--- src/common/tms_defs.svh ---
/*
 * constants of the multiframe sink: label byte fields, alignment and
 * pointer counts, frame timing, register offsets and reset values.
 * assumes a byte-wide path stream with one label byte at frame start.
 */
`ifndef TMS_DEFS_SVH
`define TMS_DEFS_SVH
// ====================================================================
// label byte fields (bit 7 is the msb)
`define TMS_LBL_HI 5
`define TMS_LBL_LO 3
`define TMS_MF_HI 2
`define TMS_MF_LO 1
`define TMS_EXP_LABEL 3'h3
// ====================================================================
// alignment, acceptance and timing
`define TMS_IM_FRAMES 4
`define TMS_LBL_ACCEPT 3
`define TMS_FRAME_US 125
`define TMS_LOM_MS 3
`define TMS_LOM_FRAMES (`TMS_LOM_MS * 1000 / `TMS_FRAME_US)
`define TMS_NUM_SLOTS 14
`define TMS_PTR_MAX 139
`define TMS_PI_NORM_CNT 3
`define TMS_PI_AIS_CNT 3
`define TMS_PI_LOP_CNT 8
// ====================================================================
// register byte offsets and reset values
`define TMS_A_CTRL 12'h000
`define TMS_A_SINK_ACT 12'h004
`define TMS_A_AIS_REP 12'h008
`define TMS_A_STATUS 12'h00C
`define TMS_A_LOP_FLT 12'h010
`define TMS_A_AIS_FLT 12'h014
`define TMS_A_INT_STAT 12'h018
`define TMS_A_INT_MASK 12'h01C
`define TMS_CTRL_RST 1'h1
`define TMS_INT_BITS 4
`endif

--- src/common/tms_pkg.sv ---
/*
 * shared types of the multiframe sink.
 * assumes nothing beyond the defs header for widths.
 */
package tms_pkg;
    // ================================================================
    // aligner and pointer interpreter states
    typedef enum logic [0:0] {TMS_OOM, TMS_IM} tms_mf_e;
    typedef enum logic [1:0] {TMS_NORM, TMS_AIS, TMS_LOP} tms_ptr_e;
    // path byte as it leaves the pin synchroniser
    typedef struct packed {
        logic [7:0] data;
        logic       fs;
        logic       tsf;
    } tms_byte_s;
    // aligner status toward the rest of the chain
    typedef struct packed {
        logic       in_mf;
        logic [1:0] phase;
        logic       plm_def;
        logic       lom_def;
        logic       plm_fault;
        logic       lom_fault;
        logic       server_signal_fail;
    } tms_mfa_s;
    // client side of one tu sink
    typedef struct packed {
        logic [7:0] data;
        logic       vld;
        logic       v5;
        logic       server_signal_fail;
    } tms_client_s;
endpackage

--- src/rtl/tms_mfa.sv ---
/*
 * label check and multiframe aligner, run once per label byte.
 * assumes byte_vld pulses one cycle per path byte, fs marks the label.
 */
`timescale 1ns/1ps
`include "tms_defs.svh"
module tms_mfa (
    // clock and reset
    input  wire logic             pclk,
    input  wire logic             presetn,
    // path byte stream
    input  wire logic             byte_vld,
    input  tms_pkg::tms_byte_s    in_byte,
    // management
    input  wire logic             activate,
    output tms_pkg::tms_mfa_s     status
);
    typedef struct packed {
        tms_pkg::tms_mf_e  st;
        logic [1:0]        last;
        logic [2:0]        good;
        logic [4:0]        out_of_multiframe_state;
        logic [2:0]        cand;
        logic [1:0]        lcnt;
        logic [2:0]        acc;
        logic              acc_ok;
        tms_pkg::tms_mfa_s o;
    } tms_mfa_state_s;
    tms_mfa_state_s r, n;
    logic [1:0] code;
    logic [2:0] lbl;
    logic       good;

    assign code = in_byte.data[`TMS_MF_HI:`TMS_MF_LO];
    assign lbl  = in_byte.data[`TMS_LBL_HI:`TMS_LBL_LO];
    assign good = (code == r.last + 2'h1);
    assign status = r.o;

    // ================================================================
    // alignment, acceptance and defects
    always_comb begin
        n = r;
        if (byte_vld && in_byte.fs) begin
            n.last = code;
            n.o.phase = code - 2'h1;
            if (lbl == r.cand) begin
                if (r.lcnt != 2'(`TMS_LBL_ACCEPT)) n.lcnt = r.lcnt + 2'h1;
            end else begin
                n.cand = lbl;
                n.lcnt = 2'h1;
            end
            if (n.lcnt == 2'(`TMS_LBL_ACCEPT)) begin
                n.acc = lbl;
                n.acc_ok = 1'b1;
            end
            if (r.st == tms_pkg::TMS_IM) begin
                if (!good) begin
                    n.st = tms_pkg::TMS_OOM;
                    n.good = 3'h0;
                end
            end else begin
                n.good = good ? r.good + 3'h1 : 3'h0;
                if (n.good == 3'(`TMS_IM_FRAMES)) n.st = tms_pkg::TMS_IM;
            end
            // frame counter is the millisecond timer
            if (n.st == tms_pkg::TMS_IM) begin
                n.out_of_multiframe_state = 5'h0;
                n.o.lom_def = 1'b0;
            end else if (r.out_of_multiframe_state != 5'(`TMS_LOM_FRAMES)) begin
                n.out_of_multiframe_state = r.out_of_multiframe_state + 5'h1;
            end else begin
                n.o.lom_def = 1'b1;
            end
        end
        n.o.in_mf = (n.st == tms_pkg::TMS_IM);
        n.o.plm_def = n.acc_ok && (n.acc != `TMS_EXP_LABEL);
        n.o.server_signal_fail = !activate || n.o.plm_def || n.o.lom_def;
        n.o.plm_fault = activate && n.o.plm_def && !in_byte.tsf;
        n.o.lom_fault = activate && n.o.lom_def && !in_byte.tsf
                        && !n.o.plm_def;
    end

    // state register
    always_ff @(posedge pclk or negedge presetn) begin
        if (!presetn) r <= '0;
        else r <= n;
    end
endmodule

--- src/rtl/tms_tu_sink.sv ---
/*
 * one tu-12 sink: pointer interpretation, all-ones and fault report.
 * assumes the top hands it every payload byte with its slot number.
 */
`timescale 1ns/1ps
`include "tms_defs.svh"
module tms_tu_sink #(
    parameter int TU_INDEX = 0
) (
    // clock and reset
    input  wire logic          pclk,
    input  wire logic          presetn,
    // payload stream
    input  wire logic          tu_vld,
    input  wire logic [7:0]    tu_data,
    input  wire logic [3:0]    tu_slot,
    input  wire logic          tu_first,
    input  wire logic [1:0]    phase,
    input  wire logic          tsf,
    // management
    input  wire logic          activate,
    input  wire logic          ais_rep,
    output logic               ais_fault,
    output logic               lop_fault,
    // client
    output tms_pkg::tms_client_s client
);
    typedef struct packed {
        tms_pkg::tms_ptr_e   ps;
        logic [7:0]          v1;
        logic [9:0]          cand;
        logic [9:0]          ptr;
        logic [9:0]          idx;
        logic [2:0]          cnt;
        logic [1:0]          kind;
        tms_pkg::tms_client_s o;
    } tms_sink_state_s;
    tms_sink_state_s r, n;
    logic       mine;
    logic [9:0] pv;
    logic       force1;

    assign mine = tu_vld && (tu_slot == 4'(TU_INDEX));
    assign pv = {r.v1[1:0], tu_data};
    assign force1 = !activate || r.ps != tms_pkg::TMS_NORM || tsf;
    assign client = r.o;
    assign ais_fault = activate && r.ps == tms_pkg::TMS_AIS && !tsf
                       && ais_rep;
    assign lop_fault = activate && r.ps == tms_pkg::TMS_LOP && !tsf;

    // ================================================================
    // pointer interpreter and client byte
    always_comb begin
        n = r;
        n.o.vld = 1'b0;
        n.o.v5 = 1'b0;
        n.o.server_signal_fail = force1;
        if (mine && tu_first && phase == 2'h0) n.v1 = tu_data;
        if (mine && tu_first && phase == 2'h1) begin
            n.idx = 10'h0;
            // pointer class: 1 all-ones, 2 valid, 3 invalid
            if (r.v1 == 8'hFF && tu_data == 8'hFF) begin
                n.kind = 2'h1;
            end else if (pv <= 10'(`TMS_PTR_MAX)) begin
                n.kind = 2'h2;
                n.cand = pv;
            end else begin
                n.kind = 2'h3;
            end
            // a run counts while class repeats and, for a valid pointer, its value
            if (n.kind != r.kind || (n.kind == 2'h2 && pv != r.cand)) begin
                n.cnt = 3'h1;
            end else if (r.cnt != 3'h7) begin
                n.cnt = r.cnt + 3'h1;
            end
            if (n.kind == 2'h1 && n.cnt >= 3'(`TMS_PI_AIS_CNT)) begin
                n.ps = tms_pkg::TMS_AIS;
            end
            if (n.kind == 2'h2 && n.cnt >= 3'(`TMS_PI_NORM_CNT)) begin
                n.ps = tms_pkg::TMS_NORM;
                n.ptr = pv;
            end
            if (n.kind == 2'h3 && r.kind == 2'h3
                && r.cnt == 3'(`TMS_PI_LOP_CNT - 1)) begin
                n.ps = tms_pkg::TMS_LOP;
            end
        end else if (mine && !(tu_first && phase == 2'h0)) begin
            n.o.vld = 1'b1;
            n.o.v5 = (r.idx == r.ptr) && !force1;
            n.o.data = force1 ? 8'hFF : tu_data;
            n.idx = r.idx + 10'h1;
        end
    end

    // state register
    always_ff @(posedge pclk or negedge presetn) begin
        if (!presetn) r <= '{ps: tms_pkg::TMS_LOP, o: '{8'hFF, 1'b0, 1'b0,
                             1'b1}, default: '0};
        else r <= n;
    end
endmodule

--- src/rtl/tms_top.sv ---
/*
 * multiframe sink chain: pin synchroniser, label and multiframe stage,
 * virtual termination, tu-12 sinks and an apb register file.
 * assumes path pins from another clock domain, apb master on pclk.
 */
`timescale 1ns/1ps
`include "tms_defs.svh"
module tms_top #(
    parameter int NUM_SINKS = `TMS_NUM_SLOTS
) (
    // clock and reset
    input  wire logic                 pclk,
    input  wire logic                 presetn,
    // apb slave
    input  wire logic [11:0]          paddr,
    input  wire logic                 psel,
    input  wire logic                 penable,
    input  wire logic                 pwrite,
    input  wire logic [31:0]          pwdata,
    output logic                      pready,
    output logic [31:0]               prdata,
    output logic                      pslverr,
    // path pins
    input  wire logic                 path_ck,
    input  wire logic [7:0]           path_data,
    input  wire logic                 path_fs,
    input  wire logic                 path_tsf,
    // downstream
    output tms_pkg::tms_client_s [NUM_SINKS-1:0] client,
    output logic                      trail_fail_action,
    output logic                      irq
);
    localparam int N = NUM_SINKS;
    localparam int IB = `TMS_INT_BITS;

    typedef struct packed {
        logic [10:0]  s1;
        logic [10:0]  s2;
        logic         ck_d;
        logic         vld;
        tms_pkg::tms_byte_s b;
        logic [3:0]   slot;
        logic [3:0]   nxt;
        logic         first;
        logic         first_pend;
        logic         act;
        logic [N-1:0] sink_act;
        logic [N-1:0] ais_rep;
        logic [IB-1:0] ist;
        logic [IB-1:0] imask;
        logic [IB-1:0] ev_d;
        logic [31:0]  rd;
    } tms_top_state_s;
    tms_top_state_s r, n;

    tms_pkg::tms_mfa_s mfa;
    logic [N-1:0]      lop_f;
    logic [N-1:0]      ais_f;
    logic [IB-1:0]     ev;
    logic              wr;
    logic              hit;
    logic [31:0]       rmux;
    logic [31:0]       stat_word;

    // ================================================================
    // label and multiframe stage
    tms_mfa u_mfa (
        .pclk     (pclk),
        .presetn  (presetn),
        .byte_vld (r.vld),
        .in_byte  (r.b),
        .activate (r.act),
        .status   (mfa)
    );

    // virtual termination: stream passes, trail fail mirrors server fail
    assign trail_fail_action = mfa.server_signal_fail;

    // ================================================================
    // tu sinks, one per timeslot
    genvar gi;
    generate
        for (gi = 0; gi < N; gi = gi + 1) begin : g_sink
            tms_tu_sink #(
                .TU_INDEX (gi)
            ) u_sink (
                .pclk      (pclk),
                .presetn   (presetn),
                .tu_vld    (r.vld && !r.b.fs),
                .tu_data   (r.b.data),
                .tu_slot   (r.slot),
                .tu_first  (r.first),
                .phase     (mfa.phase),
                .tsf       (trail_fail_action),
                .activate  (r.sink_act[gi]),
                .ais_rep   (r.ais_rep[gi]),
                .ais_fault (ais_f[gi]),
                .lop_fault (lop_f[gi]),
                .client    (client[gi])
            );
        end
    endgenerate

    // ================================================================
    // apb decode and read mux
    assign wr = psel && penable && pwrite;
    assign pready = 1'b1;
    assign prdata = r.rd;
    assign stat_word = {28'h0, trail_fail_action, mfa.in_mf,
                        mfa.lom_fault, mfa.plm_fault};

    // register read selection
    always_comb begin
        hit = 1'b1;
        rmux = 32'h0;
        case (paddr)
            `TMS_A_CTRL:     rmux = {31'h0, r.act};
            `TMS_A_SINK_ACT: rmux = 32'(r.sink_act);
            `TMS_A_AIS_REP:  rmux = 32'(r.ais_rep);
            `TMS_A_STATUS:   rmux = stat_word;
            `TMS_A_LOP_FLT:  rmux = 32'(lop_f);
            `TMS_A_AIS_FLT:  rmux = 32'(ais_f);
            `TMS_A_INT_STAT: rmux = 32'(r.ist);
            `TMS_A_INT_MASK: rmux = 32'(r.imask);
            default:         hit = 1'b0;
        endcase
    end

    assign pslverr = psel && penable && !hit;

    // events: rising edges of the reported faults
    assign ev = {|ais_f, |lop_f, mfa.lom_fault, mfa.plm_fault};
    assign irq = |(r.ist & r.imask);

    // ================================================================
    // pin sampling, byte framing and registers
    always_comb begin
        n = r;
        // two-stage synchroniser; s1 is read only by s2
        n.s1 = {path_ck, path_fs, path_tsf, path_data};
        n.s2 = r.s1;
        n.ck_d = r.s2[10];
        n.vld = 1'b0;
        if (r.s2[10] && !r.ck_d) begin
            n.vld = 1'b1;
            n.b.fs = r.s2[9];
            n.b.tsf = r.s2[8];
            n.b.data = r.s2[7:0];
            if (r.s2[9]) begin
                n.nxt = 4'h0;
                n.first_pend = 1'b1;
            end else begin
                n.slot = r.nxt;
                n.first = r.first_pend;
                if (r.nxt == 4'(`TMS_NUM_SLOTS - 1)) begin
                    n.nxt = 4'h0;
                    n.first_pend = 1'b0;
                end else begin
                    n.nxt = r.nxt + 4'h1;
                end
            end
        end
        // read data captured in the setup phase
        if (psel && !penable) n.rd = rmux;
        if (wr && paddr == `TMS_A_CTRL) n.act = pwdata[0];
        if (wr && paddr == `TMS_A_SINK_ACT) n.sink_act = pwdata[N-1:0];
        if (wr && paddr == `TMS_A_AIS_REP) n.ais_rep = pwdata[N-1:0];
        if (wr && paddr == `TMS_A_INT_MASK) n.imask = pwdata[IB-1:0];
        if (wr && paddr == `TMS_A_INT_STAT) n.ist = r.ist & ~pwdata[IB-1:0];
        // set wins over a simultaneous clear
        n.ev_d = ev;
        n.ist = n.ist | (ev & ~r.ev_d);
    end

    // state register
    always_ff @(posedge pclk or negedge presetn) begin
        if (!presetn) r <= '{act: `TMS_CTRL_RST, default: '0};
        else r <= n;
    end
endmodule

--- config.mk ---
export PLATFORM = sky130hd
export DESIGN_NAME = tms_top
export DESIGN_NICKNAME = d
export VERILOG_FILES = /design/src/common/tms_pkg.sv /design/src/rtl/tms_mfa.sv /design/src/rtl/tms_tu_sink.sv /design/src/rtl/tms_top.sv
export VERILOG_INCLUDE_DIRS = /design/src /design/src/common
export SDC_FILE = /design/constraint.sdc
export NUM_CORES = 2
export LEC_CHECK = 0
export ABC_AREA = 1
export BUFFER_PORTS_ARGS = -buffer_cell sky130_fd_sc_hd__buf_2
export CAP_MARGIN = 30
export CORE_ASPECT_RATIO = 1.1
export CORE_MARGIN = 2
export CORE_UTILIZATION = 62
export DETAILED_ROUTE_END_ITERATION = 12
export HOLD_SLACK_MARGIN = 0.03
export PLACE_DENSITY_LB_ADDON = 0.2
export SETUP_SLACK_MARGIN = 0.1
export SLEW_MARGIN = 15
export SYNTH_ARGS = -nofsm -noshare
export SYNTH_HDL_FRONTEND = slang
export SYNTH_SLANG_ARGS = --single-unit
--- constraint.sdc ---
create_clock -name pclk -period 2.5 [get_ports pclk]
set_input_delay 0.25 -clock pclk [delete_from_list [all_inputs] [get_ports pclk]]
set_output_delay 0.25 -clock pclk [all_outputs]
set_load 0.03 [all_outputs]
==> flow_summary.json <==
{
  "layout_commonest_cell": "nand2_1",
  "ys_seq_elements": 909,
  "fmax_ghz": 0.430,
  "seq_area_frac_synth_pct": 52.2,
  "synth_cell_types": 53,
  "rows": 102,
  "die-area_mm2": 0.0729,
  "coreArea_mm2": 0.0702,
  "cts_inserted_buffers": 89,
  "ys_warn_count": 0,
  "hold_violations": 0,
  "overflow": 0,
  "cp_common_cell": "nand3_1",
  "synth_area_leaders": "dfrtp_1, nand2_1, dfstp_2",
  "setup_viol": 0,
  "p_per_area_mw_per_mm2": 722,
  "dp_hpwl_um": 77900,
  "fp.dieW_um": 258,
  "async_flop_share_pct": 100,
  "skew_ps": 22.3,
  "boundaryPins": 250,
  "port-buffer-count": 212,
  "routed_wl_um": 115000,
  "hold_start": "psel",
  "fin_crit_ps": 2330,
  "antenna_found_initial": 0,
  "path_class": "flip-flop to flip-flop",
  "cp-end-kind": "flip-flop",
  "status": "finished clean",
  "power_uw": 35600,
  "worstMarginPinSlew_ps": 618,
  "clk_latency_ps": 650,
  "cp-start-kind": "flip-flop",
  "path_cells": "buf_4, inv_2, buf_12, or2_2, nand3_1, nor2_1, nand3_1, nand2_2, nand3_1, nand2_4, nand2_2, nand2_1, nand2_1",
  "ys.flop_type": "dfrtp_1",
  "cts_tree": "yes",
  "power.leakage_uw": 0.0242,
  "areaGrowthSynthToFinish_pct": 12.5,
  "slew_viol_final": 0,
  "crit_arrival_ps": 2850,
  "drt-vias-per-instance": 5.59,
  "drc_errors": 0,
  "chipHeight_um": 283,
  "r2r_start": "r[90]",
  "cts-root-buf": "clkbuf_16",
  "cp_top_family": "simple AND/OR/NAND/NOR gates",
  "avgSynthCellArea_um2": 8.51,
  "initial_core_util_pct": 62.5,
  "drt_first_pass_iters": 6,
  "critPathBufInv": 3,
  "fin_nets": 5454,
  "track_usage_pct": 31.5,
  "synth_enable_flop_cells": 0,
  "hold_path_class": "input port to flip-flop",
  "synth_top_area_share_pct": 43.8,
  "drt_iter0_drc": 3305,
  "clkTransAtPathRegs_ps": 60,
  "antenna_left": 0,
  "finalWorstSetupSlack_ps": 175,
  "max_stage_delay_ps": 430,
  "pre_cts_slack_ps": 93.1,
  "dr_total_vias": 35600,
  "syn-cell-area_mm2": 0.0439,
  "ir_worst_vdd_mv": 0.554,
  "drive_gt1_share_pct": 16.8,
  "worstPathMaxFanout": 29,
  "syn_inst": 5156,
  "grt_max_degree": 102,
  "most-common-layout-cells": "nand2_1, dfrtp_1, o21ai_0, inv_1, nor2_1",
  "relSlewSlack_pct": 58.6,
  "fin_crit_sh_pct": 93.0,
  "drt-wirelength-per-cell_um": 18.0,
  "place_area_mm2": 0.0458,
  "rsz0062_at_grt": "yes",
  "clk_path_buf_depth": 3,
  "finalWeightedCongestion": 0.935,
  "setup_tns_ps": 0,
  "final_area_mm2": 0.0494,
  "worst_path_max_delay_cell": "dfrtp_2",
  "crit_required_ps": 3030,
  "drv_cap": 0,
  "first_global_vias": 34200,
  "antenna_cells": 0,
  "cts.sinks": 909,
  "h-tree-depth": 3,
  "crit_path_start": "r[90]",
  "grt_pass1_wl_um": 183000,
  "yosys.area.top_type": "dfrtp_1"
}
layout make-up:
| type | instances | area (um^2) |
|---|---|---|
| sequential | 909 | 22900 |
| fill | 5445 | 20800 |
| multi-input combinational | 3451 | 17400 |
| timing repair buffer | 451 | 3230 |
| clock buffer | 143 | 2630 |
| inverter | 459 | 1730 |
| tap | 936 | 1170 |
| clock inverter | 24 | 294 |
worst min-delay path: stages:
cell	delay, ps
buf_2	90
inv_1	130
o21ai_0	170
nand2_1	50
sequential cells by signal, indices dropped and copies added (netlist names):
register,flops
u_mfa.status,6
g_sink.u_sink.pv,28
prdata,14
g_sink.u_sink.r,602
u_mfa.r,20
r,73
n,12
g_sink.u_sink.client,154
Yosys cell counts (all sizes together) (13+ instances only):
cell type,number
nand4,82
o22ai,87
dfstp,141
buf,236
ha,33
nor3,65
xnor2,83
dfrtp,768
a32o,13
a22o,17
a221oi,32
a21oi,53
or2,101
nand3,287
nor2,411
nand2,1348
inv,455
clkbuf,119
o21ai,601
and2,14
xor2,144
through the flow:
stage               cells  util, %  hold slack (ps)
floorplan            5173        -            -45.6
global placement     6174     65.3              232
detailed placement   6174     65.3              232
CTS                  6369     69.9             52.6
global route         6373     70.3              128
finish               6373     70.3             88.1
final timing paths:
kind / end / slack (ps) / cells past startpoint
min in group asynchronous: g_sink[6].u_sink.client[1] / 140 / 2
worst min-delay path: prdata[11] / 90 / 4
max in group asynchronous: g_sink[1].u_sink.client[7] / 1390 / 3
worst max register to register: g_sink[12].u_sink.r[30] / 170 / 13
worst max-delay path: g_sink[12].u_sink.r[30] / 170 / 13
worst min register to register: r[100] / 350 / 0
timing repair:
item	in CTS	in global routing
pin swaps	0	5
setup buffers	0	2
resized for setup	3	67
endpoints found under the hold margin	325	0
endpoints found under the setup margin	15	202
hold buffers	28	0
gates cloned	0	2
power breakdown:
group / internal (uW) / total (uW) / switching [uW]
Clock: 7760 / 13600 / 5830
Sequential: 15900 / 16700 / 727
Combinational: 1680 / 5400 / 3720
per-layer routing:
layer | global-route usage [%] | part of all wire [%] | vias to the layer above
met5 | 0 | 0 | -
met4 | 14.4 | 4.6 | 0
met2 | 51.7 | 48 | 1108
li1 | - | - | 17000
met3 | 4.34 | 6.3 | 290
met1 | 41.7 | 41 | 17300
cells by family after synthesis:
logic type               synth area share [%]
buffers and inverters                    8.84
flip-flops                               52.2
other                                  0.0171
multiplexers                            0.180
AND/OR/NAND/NOR                          22.7
adder cells (fa/ha/maj)                 0.941
XOR/XNOR                                 4.53
AO/OA/AOI/OAI                            10.6
Power figures use the tool's default switching activity.
